`src/common/rfm_defines.svh`:
```
`ifndef RFM_DEFINES_SVH
`define RFM_DEFINES_SVH

// Register subaddresses
`define RFM_ADDR_RESULT_HIGH  3'h0
`define RFM_ADDR_RESULT_MID   3'h1
`define RFM_ADDR_RESULT_LOW   3'h2
`define RFM_ADDR_RATE         3'h3
`define RFM_ADDR_MISC         3'h4
`define RFM_ADDR_REFERENCE_CLOCK_INPUT_CTRL  3'h5
`define RFM_ADDR_RESTART_CTRL 3'h6
`define RFM_ADDR_OUTPUT_CTRL  3'h7

// Reset values
`define RFM_REFERENCE_CLOCK_INPUT_CTRL_RST   8'h00
`define RFM_RESTART_CTRL_RST  8'h00
`define RFM_OUTPUT_CTRL_RST   8'h00

// Field positions of the status byte
`define RFM_MISC_COARSE_LSB   0
`define RFM_MISC_LOCK_LOST    1
`define RFM_MISC_MEAS_DONE    2

// Result layout
`define RFM_RESULT_W          23
`define RFM_HIGH_MSB          22
`define RFM_HIGH_LSB          16
`define RFM_MID_LSB           8

// Measurement window base exponent
`define RFM_WINDOW_BASE_LOG2  14

`endif

```
`src/common/rfm_pkg.sv`:
```
package rfm_pkg;

    typedef struct packed {
        logic [1:0] range;
        logic [3:0] ratio;
        logic       fine_en;
        logic       lock_en;
    } rfm_reference_clock_input_ctrl_t;

    typedef struct packed {
        logic [1:0] rsv_hi;
        logic       acq_restart;
        logic       rsv_mid;
        logic       meas_restart;
        logic [2:0] rsv_lo;
    } rfm_restart_ctrl_t;

    typedef struct packed {
        logic [4:0] rsv_hi;
        logic       los_pol;
        logic [1:0] rsv_lo;
    } rfm_output_ctrl_t;

    // Controls handed to the analog acquisition loop
    typedef struct packed {
        logic       lock_mode;
        logic [1:0] range;
        logic [3:0] ratio;
        logic       lock_cmd;
        logic       acq_start;
    } rfm_loop_ctl_t;

    typedef enum logic [0:0] {
        RFM_MEAS_IDLE,
        RFM_MEAS_RUN
    } rfm_meas_state_t;

endpackage

```
`src/hw/rfm_rate_meter.sv`:
```
`timescale 1ns/1ps
`include "rfm_defines.svh"

module rfm_rate_meter #(
    parameter int PRESC_LOG2 = 6
) (
    // Clock and reset
    input  wire logic                     clk_i,
    input  wire logic                     srst_i,
    // Control
    input  wire logic                     en_i,
    input  wire logic                     start_i,
    input  wire logic [1:0]               range_i,
    // Events
    input  wire logic                     ref_tick_i,
    input  wire logic                     data_tick_i,
    // Result
    output logic                          done_o,
    output logic [`RFM_RESULT_W-1:0]      result_o
);

    localparam int WIN_W = `RFM_WINDOW_BASE_LOG2 + 3 + PRESC_LOG2 + 1;

    rfm_pkg::rfm_meas_state_t    state_q;
    logic [WIN_W-1:0]            win_cnt_q;
    logic [WIN_W-1:0]            win_last;
    logic [`RFM_RESULT_W-1:0]    data_cnt_q;

    // Window spans 2^(14+range) reference periods times the data prescale,
    // so the data count lands directly in result units
    assign win_last = (WIN_W'(1) << (`RFM_WINDOW_BASE_LOG2 + int'(range_i)
                      + PRESC_LOG2)) - WIN_W'(1);

    always_ff @(posedge clk_i)
    begin
        if (srst_i)
        begin
            state_q    <= rfm_pkg::RFM_MEAS_IDLE;
            win_cnt_q  <= '0;
            data_cnt_q <= '0;
            done_o     <= 1'b0;
            result_o   <= '0;
        end
        else
        begin
            done_o <= 1'b0;
            case (state_q)
                rfm_pkg::RFM_MEAS_IDLE:
                begin
                    if (start_i && en_i)
                    begin
                        win_cnt_q  <= '0;
                        data_cnt_q <= '0;
                        state_q    <= rfm_pkg::RFM_MEAS_RUN;
                    end
                end
                rfm_pkg::RFM_MEAS_RUN:
                begin
                    if (!en_i)
                        state_q <= rfm_pkg::RFM_MEAS_IDLE;
                    else if (start_i)
                    begin
                        win_cnt_q  <= '0;
                        data_cnt_q <= '0;
                    end
                    else
                    begin
                        // Saturate rather than wrap on a too-fast data rate
                        if (data_tick_i && !(&data_cnt_q))
                            data_cnt_q <= data_cnt_q + 1'b1;
                        if (ref_tick_i)
                        begin
                            win_cnt_q <= win_cnt_q + 1'b1;
                            if (win_cnt_q == win_last)
                            begin
                                result_o <= data_cnt_q;
                                done_o   <= 1'b1;
                                state_q  <= rfm_pkg::RFM_MEAS_IDLE;
                            end
                        end
                    end
                end
                default:
                    state_q <= rfm_pkg::RFM_MEAS_IDLE;
            endcase
        end
    end

endmodule

```
`src/hw/rfm_reference_clock_input_ctrl.sv`:
```
// Contract
// - In lock-to-reference mode, relock on reference after any lock loss.
// - Measurement reports data to reference ratio to one part in 10000.
// - Reference range defaults to 10-20 MHz; two-bit field selects up to 160.
// - Fine measurement never changes how data lock is acquired.
// - Fine measurement enable is a level, kept for repeated measurements.
// - Restart bit written 1 then 0 clears done flag, starts measurement; a completion in the same cycle leaves the flag set.
// - Done flag reads 0 while measuring, 1 once the result is valid.
// - 23-bit result split into high seven bits, middle and low bytes.
// - Rate readback is valid only while lock lost flag is low.
// - Nine-bit coarse rate: eight bits rate byte, LSB in status bit 0.
// - Signal lost output active high at polarity 0, active low at 1.
// - Acquisition restart bit 1 then 0 restarts; control settings kept.
// - Lock so rate over 2^ratio equals reference over 2^range.
`timescale 1ns/1ps
`include "rfm_defines.svh"

module rfm_reference_clock_input_ctrl #(
    parameter int PRESC_LOG2 = 6
) (
    // Clock and reset
    input  wire logic                   ref_clk_i,
    input  wire logic                   srst_i,
    // Register port
    input  wire logic                   reg_wr_i,
    input  wire logic                   reg_rd_i,
    input  wire logic [2:0]             reg_addr_i,
    input  wire logic [7:0]             reg_wdata_i,
    output logic      [7:0]             reg_rdata_o,
    // Pins
    input  wire logic                   reference_clock_input_i,
    input  wire logic                   lock_lost_flag_i,
    input  wire logic                   los_detect_i,
    output logic                        signal_lost_output_o,
    // Analog front end, same clock
    input  wire logic                   data_tick_i,
    input  wire logic [8:0]             coarse_rate_i,
    output rfm_pkg::rfm_loop_ctl_t      loop_ctl_o
);

    rfm_pkg::rfm_reference_clock_input_ctrl_t   reference_clock_input_ctrl_q;
    rfm_pkg::rfm_restart_ctrl_t  restart_ctrl_q;
    rfm_pkg::rfm_output_ctrl_t   output_ctrl_q;

    logic [2:0]                  sync1_q;
    logic [2:0]                  sync2_q;
    logic                        ref_prev_q;
    logic                        lol_prev_q;
    logic                        lock_en_prev_q;
    logic                        meas_rst_prev_q;
    logic                        acq_rst_prev_q;
    logic                        meas_done_q;
    logic                        meter_done;
    logic [`RFM_RESULT_W-1:0]    result;
    logic                        ref_tick;
    logic                        lol_s;
    logic                        los_s;
    logic                        lol_rise;
    logic                        meas_fall;
    logic                        acq_fall;
    logic                        meter_en;
    logic [7:0]                  misc;

    // Pin synchronisers: 0 reference clock, 1 lock lost, 2 signal lost
    logic [2:0] pins;
    assign pins = {los_detect_i, lock_lost_flag_i, reference_clock_input_i};

    for (genvar i = 0; i < 3; i++)
    begin : g_sync
        always_ff @(posedge ref_clk_i)
        begin
            if (srst_i)
            begin
                sync1_q[i] <= 1'b0;
                sync2_q[i] <= 1'b0;
            end
            else
            begin
                sync1_q[i] <= pins[i];
                sync2_q[i] <= sync1_q[i];
            end
        end
    end

    assign lol_s     = sync2_q[1];
    assign los_s     = sync2_q[2];
    assign ref_tick  = sync2_q[0] & ~ref_prev_q;
    assign lol_rise  = lol_s & ~lol_prev_q;
    assign meas_fall = meas_rst_prev_q
                       & ~restart_ctrl_q.meas_restart;
    assign acq_fall = acq_rst_prev_q & ~restart_ctrl_q.acq_restart;
    // Both enables set is undefined; measuring is then held off
    assign meter_en  = reference_clock_input_ctrl_q.fine_en
                       & ~reference_clock_input_ctrl_q.lock_en;
    assign misc = {5'h00, meas_done_q, lol_s, coarse_rate_i[0]};

    // Control registers; software writes only these
    always_ff @(posedge ref_clk_i)
    begin
        if (srst_i)
        begin
            reference_clock_input_ctrl_q  <= `RFM_REFERENCE_CLOCK_INPUT_CTRL_RST;
            restart_ctrl_q <= `RFM_RESTART_CTRL_RST;
            output_ctrl_q  <= `RFM_OUTPUT_CTRL_RST;
        end
        else if (reg_wr_i)
        begin
            case (reg_addr_i)
                `RFM_ADDR_REFERENCE_CLOCK_INPUT_CTRL:  reference_clock_input_ctrl_q  <= reg_wdata_i;
                `RFM_ADDR_RESTART_CTRL: restart_ctrl_q <= reg_wdata_i;
                `RFM_ADDR_OUTPUT_CTRL:  output_ctrl_q  <= reg_wdata_i;
                default:                ;
            endcase
        end
    end

    // Edge history
    always_ff @(posedge ref_clk_i)
    begin
        if (srst_i)
        begin
            ref_prev_q      <= 1'b0;
            lol_prev_q      <= 1'b0;
            lock_en_prev_q  <= 1'b0;
            meas_rst_prev_q <= 1'b0;
            acq_rst_prev_q  <= 1'b0;
        end
        else
        begin
            ref_prev_q      <= sync2_q[0];
            lol_prev_q      <= lol_s;
            lock_en_prev_q  <= reference_clock_input_ctrl_q.lock_en;
            meas_rst_prev_q <= restart_ctrl_q.meas_restart;
            acq_rst_prev_q  <= restart_ctrl_q.acq_restart;
        end
    end

    // Loop controls; fine enable deliberately plays no part here
    always_ff @(posedge ref_clk_i)
    begin
        if (srst_i)
            loop_ctl_o <= '0;
        else
        begin
            loop_ctl_o.lock_mode <= reference_clock_input_ctrl_q.lock_en;
            loop_ctl_o.range     <= reference_clock_input_ctrl_q.range;
            loop_ctl_o.ratio     <= reference_clock_input_ctrl_q.ratio;
            loop_ctl_o.lock_cmd  <= reference_clock_input_ctrl_q.lock_en
                                    & (~lock_en_prev_q | lol_rise);
            loop_ctl_o.acq_start <= acq_fall;
        end
    end

    always_ff @(posedge ref_clk_i)
    begin
        if (srst_i)
            signal_lost_output_o <= 1'b0;
        else
            signal_lost_output_o <= los_s ^ output_ctrl_q.los_pol;
    end

    // Completion wins over a restart landing in the same cycle
    always_ff @(posedge ref_clk_i)
    begin
        if (srst_i)
            meas_done_q <= 1'b0;
        else if (meter_done)
            meas_done_q <= 1'b1;
        else if (meas_fall)
            meas_done_q <= 1'b0;
    end

    // Meter holds its result until the next window ends
    rfm_rate_meter #(
        .PRESC_LOG2 (PRESC_LOG2)
    ) u_meter (
        .clk_i       (ref_clk_i),
        .srst_i      (srst_i),
        .en_i        (meter_en),
        .start_i     (meas_fall),
        .range_i     (reference_clock_input_ctrl_q.range),
        .ref_tick_i  (ref_tick),
        .data_tick_i (data_tick_i),
        .done_o      (meter_done),
        .result_o    (result)
    );

    always_ff @(posedge ref_clk_i)
    begin
        if (srst_i)
            reg_rdata_o <= 8'h00;
        else if (reg_rd_i)
        begin
            case (reg_addr_i)
                `RFM_ADDR_RESULT_HIGH:
                    reg_rdata_o <= {1'b0,
                        result[`RFM_HIGH_MSB:`RFM_HIGH_LSB]};
                `RFM_ADDR_RESULT_MID:
                    reg_rdata_o <= result[`RFM_HIGH_LSB-1:`RFM_MID_LSB];
                `RFM_ADDR_RESULT_LOW:   reg_rdata_o <= result[7:0];
                `RFM_ADDR_RATE:         reg_rdata_o <= coarse_rate_i[8:1];
                `RFM_ADDR_MISC:         reg_rdata_o <= misc;
                `RFM_ADDR_REFERENCE_CLOCK_INPUT_CTRL:  reg_rdata_o <= reference_clock_input_ctrl_q;
                `RFM_ADDR_RESTART_CTRL: reg_rdata_o <= restart_ctrl_q;
                `RFM_ADDR_OUTPUT_CTRL:  reg_rdata_o <= output_ctrl_q;
                default:                reg_rdata_o <= 8'h00;
            endcase
        end
    end
endmodule

```
`config.mk`:
```
export PLATFORM = sky130hd
export DESIGN_NAME = rfm_reference_clock_input_ctrl
export DESIGN_NICKNAME = d
export VERILOG_FILES = /design/src/common/rfm_pkg.sv /design/src/hw/rfm_rate_meter.sv /design/src/hw/rfm_reference_clock_input_ctrl.sv
export VERILOG_INCLUDE_DIRS = /design/src /design/src/common
export SDC_FILE = /design/constraint.sdc
export NUM_CORES = 1
export LEC_CHECK = 0
export ABC_AREA = 1
export BUFFER_PORTS_ARGS = -buffer_cell sky130_fd_sc_hd__buf_2
export CAP_MARGIN = 5
export CORE_MARGIN = 4
export CORE_UTILIZATION = 50
export DETAILED_ROUTE_END_ITERATION = 12
export MAX_ROUTING_LAYER = met4
export PLACE_DENSITY = 0.66
export SYNTH_ARGS = -nofsm -noshare
export SYNTH_HDL_FRONTEND = slang
export SYNTH_HIERARCHICAL = 1
export SYNTH_SLANG_ARGS = --single-unit
```
`constraint.sdc`:
```
create_clock -name ref_clk_i -period 4.7 [get_ports ref_clk_i]
set_input_delay 0.235 -clock ref_clk_i [delete_from_list [all_inputs] [get_ports ref_clk_i]]
set_output_delay 0.235 -clock ref_clk_i [all_outputs]
set_load 0.02 [all_outputs]
```
# --- Yosys cells after proc, flatten, opt, wreduce, memory -nomap -nowiden ---
# Index checks and enable logic that the tools add are counted.
classes:
  add_sub_neg: 5
  eq_ne: 12
  n_shift: 1
  n_mux: 20
  bitwise_logic: 18
  reduce_logical: 13
ops:
  columns: ["operator", "n"]
  rows:
  - ["24-bit 2-to-1 mux", 4]
  - ["23-bit 2-to-1 mux", 4]
  - ["8-bit case mux with 8 select lines", 1]
  - ["24-bit case mux with 2 select lines", 1]
  - ["23-bit case mux with 2 select lines", 1]
  - ["32-bit by 4-bit adder with 32-bit output, second input constant", 1]
  - ["1-bit by 32-bit << shifter with 24-bit output, first input constant", 1]
  - ["24-bit by 1-bit adder with 24-bit output, second input constant", 1]
  - ["24-bit equality test", 1]
  - ["24-bit by 2-bit subtractor with 24-bit output, second input constant", 1]
  - ["23-bit by 1-bit adder with 23-bit output, second input constant", 1]
  - ["23-bit AND reduction", 1]
  - ["3-bit equality test, second input constant", 4]
  - ["1-bit NOT", 10]
  - ["1-bit 2-to-1 mux", 8]
  - ["1-bit bitwise AND", 6]
  - ["3-bit by 2-bit equality test with 1-bit output, second input constant", 2]
  - ["3-bit by 2-bit inequality test with 1-bit output, second input constant", 2]
  - ["2-bit AND reduction", 3]
  - ["3-bit AND reduction", 2]
  - ["4-bit by 2-bit adder with 5-bit output, first input constant", 1]
  - ["5-bit AND reduction", 1]
  - ["5-bit OR reduction", 1]
  - ["2-bit by 1-bit inequality test with 1-bit output, second input constant", 2]
  - ["8 further kinds", 9]
word_totals:
  ff_bits: 125
  in_bits: 28
  wordCells: 104

# --- Longest topological paths before layout ---
depth:
  ltp_word: 10
  depth_mapped: 13

# --- Modules after synthesis ---
# The synthesis kept the hierarchy.
modules_own_cells:
  columns: ["mod", "n_inst", "cells_each", "area_per_inst_um2", "seq_area_each_um2"]
  rows:
  - ["rfm_rate_meter", 1, 641, 4022.6, 1441.4]
  - ["rfm_reference_clock_input_ctrl", 1, 337, 2650.0, 1061.0]

# --- Least setup slack after synthesis ---
# OpenSTA, ideal clock, no wires.
synth_timing:
  path_type: "register to register"
  from: "register u_meter.win_cnt_q[0]"
  to: "register u_meter.result_o[10]"
  setup_time_ns: 0.113
  arrival_time_ns: 1.562
  setup_slack_ns: 3.025
  path_stages_with_launch: 13
  path_buffers: 2
  synth_period_minus_slack_ns: 1.675
  cell_sequence: "dfxtp_1 ha_1 nand2_1 nor2_2 nand2_2 inv_2 nand2_2 nor3_2 nand3_2 buf_6 buf_2 nor2_1 nor2_1"
synth_between:
  elab_chain_cells: 2
synth_lines:
  columns: ["element", "line_no", "text"]
  rows:
  - ["start, declared", "rfm_rate_meter.sv:25", "logic [WIN_W-1:0] win_cnt_q;"]
  - ["start signal, assigned", "rfm_rate_meter.sv:73", "win_cnt_q <= win_cnt_q + 1'b1;"]
  - ["24-bit equality test", "rfm_rate_meter.sv:74", "if (win_cnt_q == win_last)"]
  - ["5-bit AND reduction (no source line)", null, null]
  - ["end signal, assigned", "rfm_rate_meter.sv:76", "result_o <= data_cnt_q;"]
  - ["end, declared", "rfm_rate_meter.sv:19", "output logic [`RFM_RESULT_W-1:0] result_o"]
# No other way between the ends.
# A chain may end at the register's enable or synchronous reset.

# --- Final worst setup path ---
layout_timing:
  from: "register u_meter.win_cnt_q[0]"
  to: "register u_meter.result_o[19]"
# The elaborated chain is that of the path after synthesis.

==> impl_metrics.json <==
{
  "status": "finished, final reports clean",
  "grt_pass1_vias": 5425,
  "synthesis.area_sq_um": 6673,
  "grt_setup_unrepaired": "no",
  "async_reset_ff_share_pct": 0,
  "syn-num-nets": 1008,
  "fin_tns_setup_ns": 0,
  "clk_pin_slew_ns": 0.06,
  "viasPerCell": 5.097,
  "overflow": 0,
  "synthTopCellsByCount": "nand2_1, nor2_1, dfxtp_1",
  "track_usage_pct": 22.83,
  "route.detailed.drc": 0,
  "holdWs_ns": 0.02060,
  "final_util_pct": 57.64,
  "postCtsSetupBuffers": 0,
  "clock_latency_ns": 0.42,
  "htreeDepth": 4,
  "synth_warnings": 6,
  "seqCellArea_sq_um": 2502,
  "r2r-start": "u_meter/win_cnt_q[0]",
  "critPathRequiredTime_ns": 5.01,
  "path_class": "reg -> reg",
  "yosysSeqAreaShare_pct": 37.50,
  "synth_top_area_cell": "dfxtp_1",
  "powerDensity_nw_per_um2": 336.4,
  "grt_pass1_wl_um": 26850,
  "port_buffers": 45,
  "crit_start": "u_meter/win_cnt_q[0]",
  "place.gp.congestion": 0.9246,
  "vias": 6060,
  "synthCells": 978,
  "setup-violations-final": 0,
  "worst_slew_pin_slew_ns": 1.024,
  "nets": 1034,
  "start_util_pct": 52.03,
  "cts_tree": "built",
  "drtPass1Iterations": 5,
  "drt_iter0_drc": 574,
  "fin_crit_sh_pct": 55.15,
  "ys_types": 49,
  "final_layout_size_suffix_gt1_share_pct": 14.65,
  "maxSlewViolCount": 0,
  "hp-start": "los_detect_i",
  "max-clock-path-buffers": 2,
  "ys_top_cells_by_area": "dfxtp_1, nand2_1, nor2_1",
  "fmax_mhz": 385.8,
  "finalHoldViolations": 0,
  "coreArea_sq_um": 12820,
  "rows": 41,
  "area_delta_synth_final_pct": 10.78,
  "crit_fanout": 47,
  "endpoint_kind": "register",
  "antenna_found_initial": 0,
  "ctsResizeCount": 0,
  "antenna_left": 0,
  "relSlewSlack_pct": 31.30,
  "synth.ff_latch_count": 125,
  "netlist.area_leader.share_pct": 37.50,
  "yosysMostFrequentCell": "nand2_1",
  "maxCapViolations": 0,
  "grt_start_max_net_pins": 71,
  "nFillCells": 1297,
  "dieArea_sq_um": 15260,
  "power_mw": 2.487,
  "avgSynthCellArea_sq_um": 6.823,
  "multiInputGateArea_sq_um": 3337,
  "skew_ns": 0.009517,
  "root_buffer": "clkbuf_16",
  "fp.dieW_um": 123.5,
  "ir_drop_uv": 206.9,
  "period_needed_ns": 2.592,
  "synth_ff_type": "dfxtp_1",
  "cts-buffers-inserted": 17,
  "synth_edf_count": 0,
  "wl_per_cell_um": 13.42,
  "hpwlAfterDp_um": 11070,
  "p_leak_nw": 3.170,
  "hold_buffers": 1,
  "die_y_um": 123.5,
  "drt-total-wl_um": 15950,
  "clock_sink_count": 125,
  "diodes": 0,
  "hold_path.class": "in -> reg",
  "ioPinCount": 46,
  "start_kind": "register",
  "crit_arrival_ns": 2.90
}
==> cell usage in the layout (no fill, tap or decap), drive strengths merged, types with 2 or more instances in the layout <==
cell      count
a211oi       17
a21oi        56
a22oi         2
a31oi         2
buf          46
clkbuf       17
clkinv        4
clkinvlp      4
dfxtp       125
ha            2
inv         140
nand2       249
nand3        49
nand4        53
nor2        182
nor3         22
nor3b         2
nor4          2
o21a          2
o21ai        31
==> path summary, 6_finish.rpt <==
path | slack [ns] | end | cells past startpoint
setup / recovery | 2.11 | u_meter/result_o[19] | 10
hold / removal | 0.02 | sync1_q[2] | 3
setup reg to reg | 2.11 | u_meter/result_o[19] | 10
hold reg to reg | 0.40 | sync2_q[0] | 2
==> per-stage QoR <==
stage,cells,worst slack [ns],instance area [sq um]
final,1189,2.108,7392
after global routing,1189,1.786,7392
after CTS,1189,2.089,7392
after detailed placement,1156,2.005,6805
after global placement,1156,2.034,6805
after floorplan,978,3.025,6673
==> worst max-delay path, cell delays in order, from the launching register on <==
cell and delay, ns:
dfxtp_1 0.37, ha_1 0.24, nand2_1 0.12, nor2_2 0.10, nand2_2 0.07, inv_2 0.10, nand2_2 0.09, nor3_2 0.18
nand3_2 0.75, nor2_1 0.36, nor2_1 0.08
==> power by group <==
part	leakage (nW)	internal, mW	total [mW]	switching (mW)
combinational	1.89	0.0352	0.122	0.0867
sequential	1.01	1.07	1.08	0.00751
clock	0.273	0.744	1.28	0.539
==> final cells by class <==
class                      instances  area share, %
multi-input combinational        679          45.14
sequential                       125          33.85
inverter                         134          7.007
clock buffer                      17          5.755
timing repair buffer              47          3.284
tap                              172          2.911
clock inverter                    15          2.048
==> metal layers <==
metal	share of wire [%]	vias to the layer above	track usage, %
met5	0	-	-
met4	2.2	0	7.958
met3	4.6	25	4.666
met2	44	128	33.74
met1	49	2713	31.10
li1	-	3194	-
==> registers in the layout (all words and copies together), names as in the netlist <==
register / flops
reference_clock_input_ctrl_q: 8
lol_prev_q: 1
meas_rst_prev_q: 1
u_meter/state_q: 1
u_meter/data_cnt_q: 23
u_meter/done_o: 1
restart_ctrl_q: 8
u_meter/result_o: 23
los_s: 1
reg_rdata_o: 8
u_meter/win_cnt_q: 24
lol_s: 1
sync1_q: 3
signal_lost_output_o: 1
sync2_q: 1
output_ctrl_q: 8
acq_rst_prev_q: 1
loop_ctl_o: 9
meas_done_q: 1
ref_prev_q: 1
==> kinds of logic after synthesis <==
kind of cell,after synthesis,synth area share [%]
xor gates and xnor gates,2,0.2626
AOI/OAI and AO/OA,115,11.12
DFF,125,37.50
adders and majority gates,2,0.3750
and+or+nand+nor,560,38.25
buffers and inverters,174,12.49
Power figures use the tool's default switching activity.
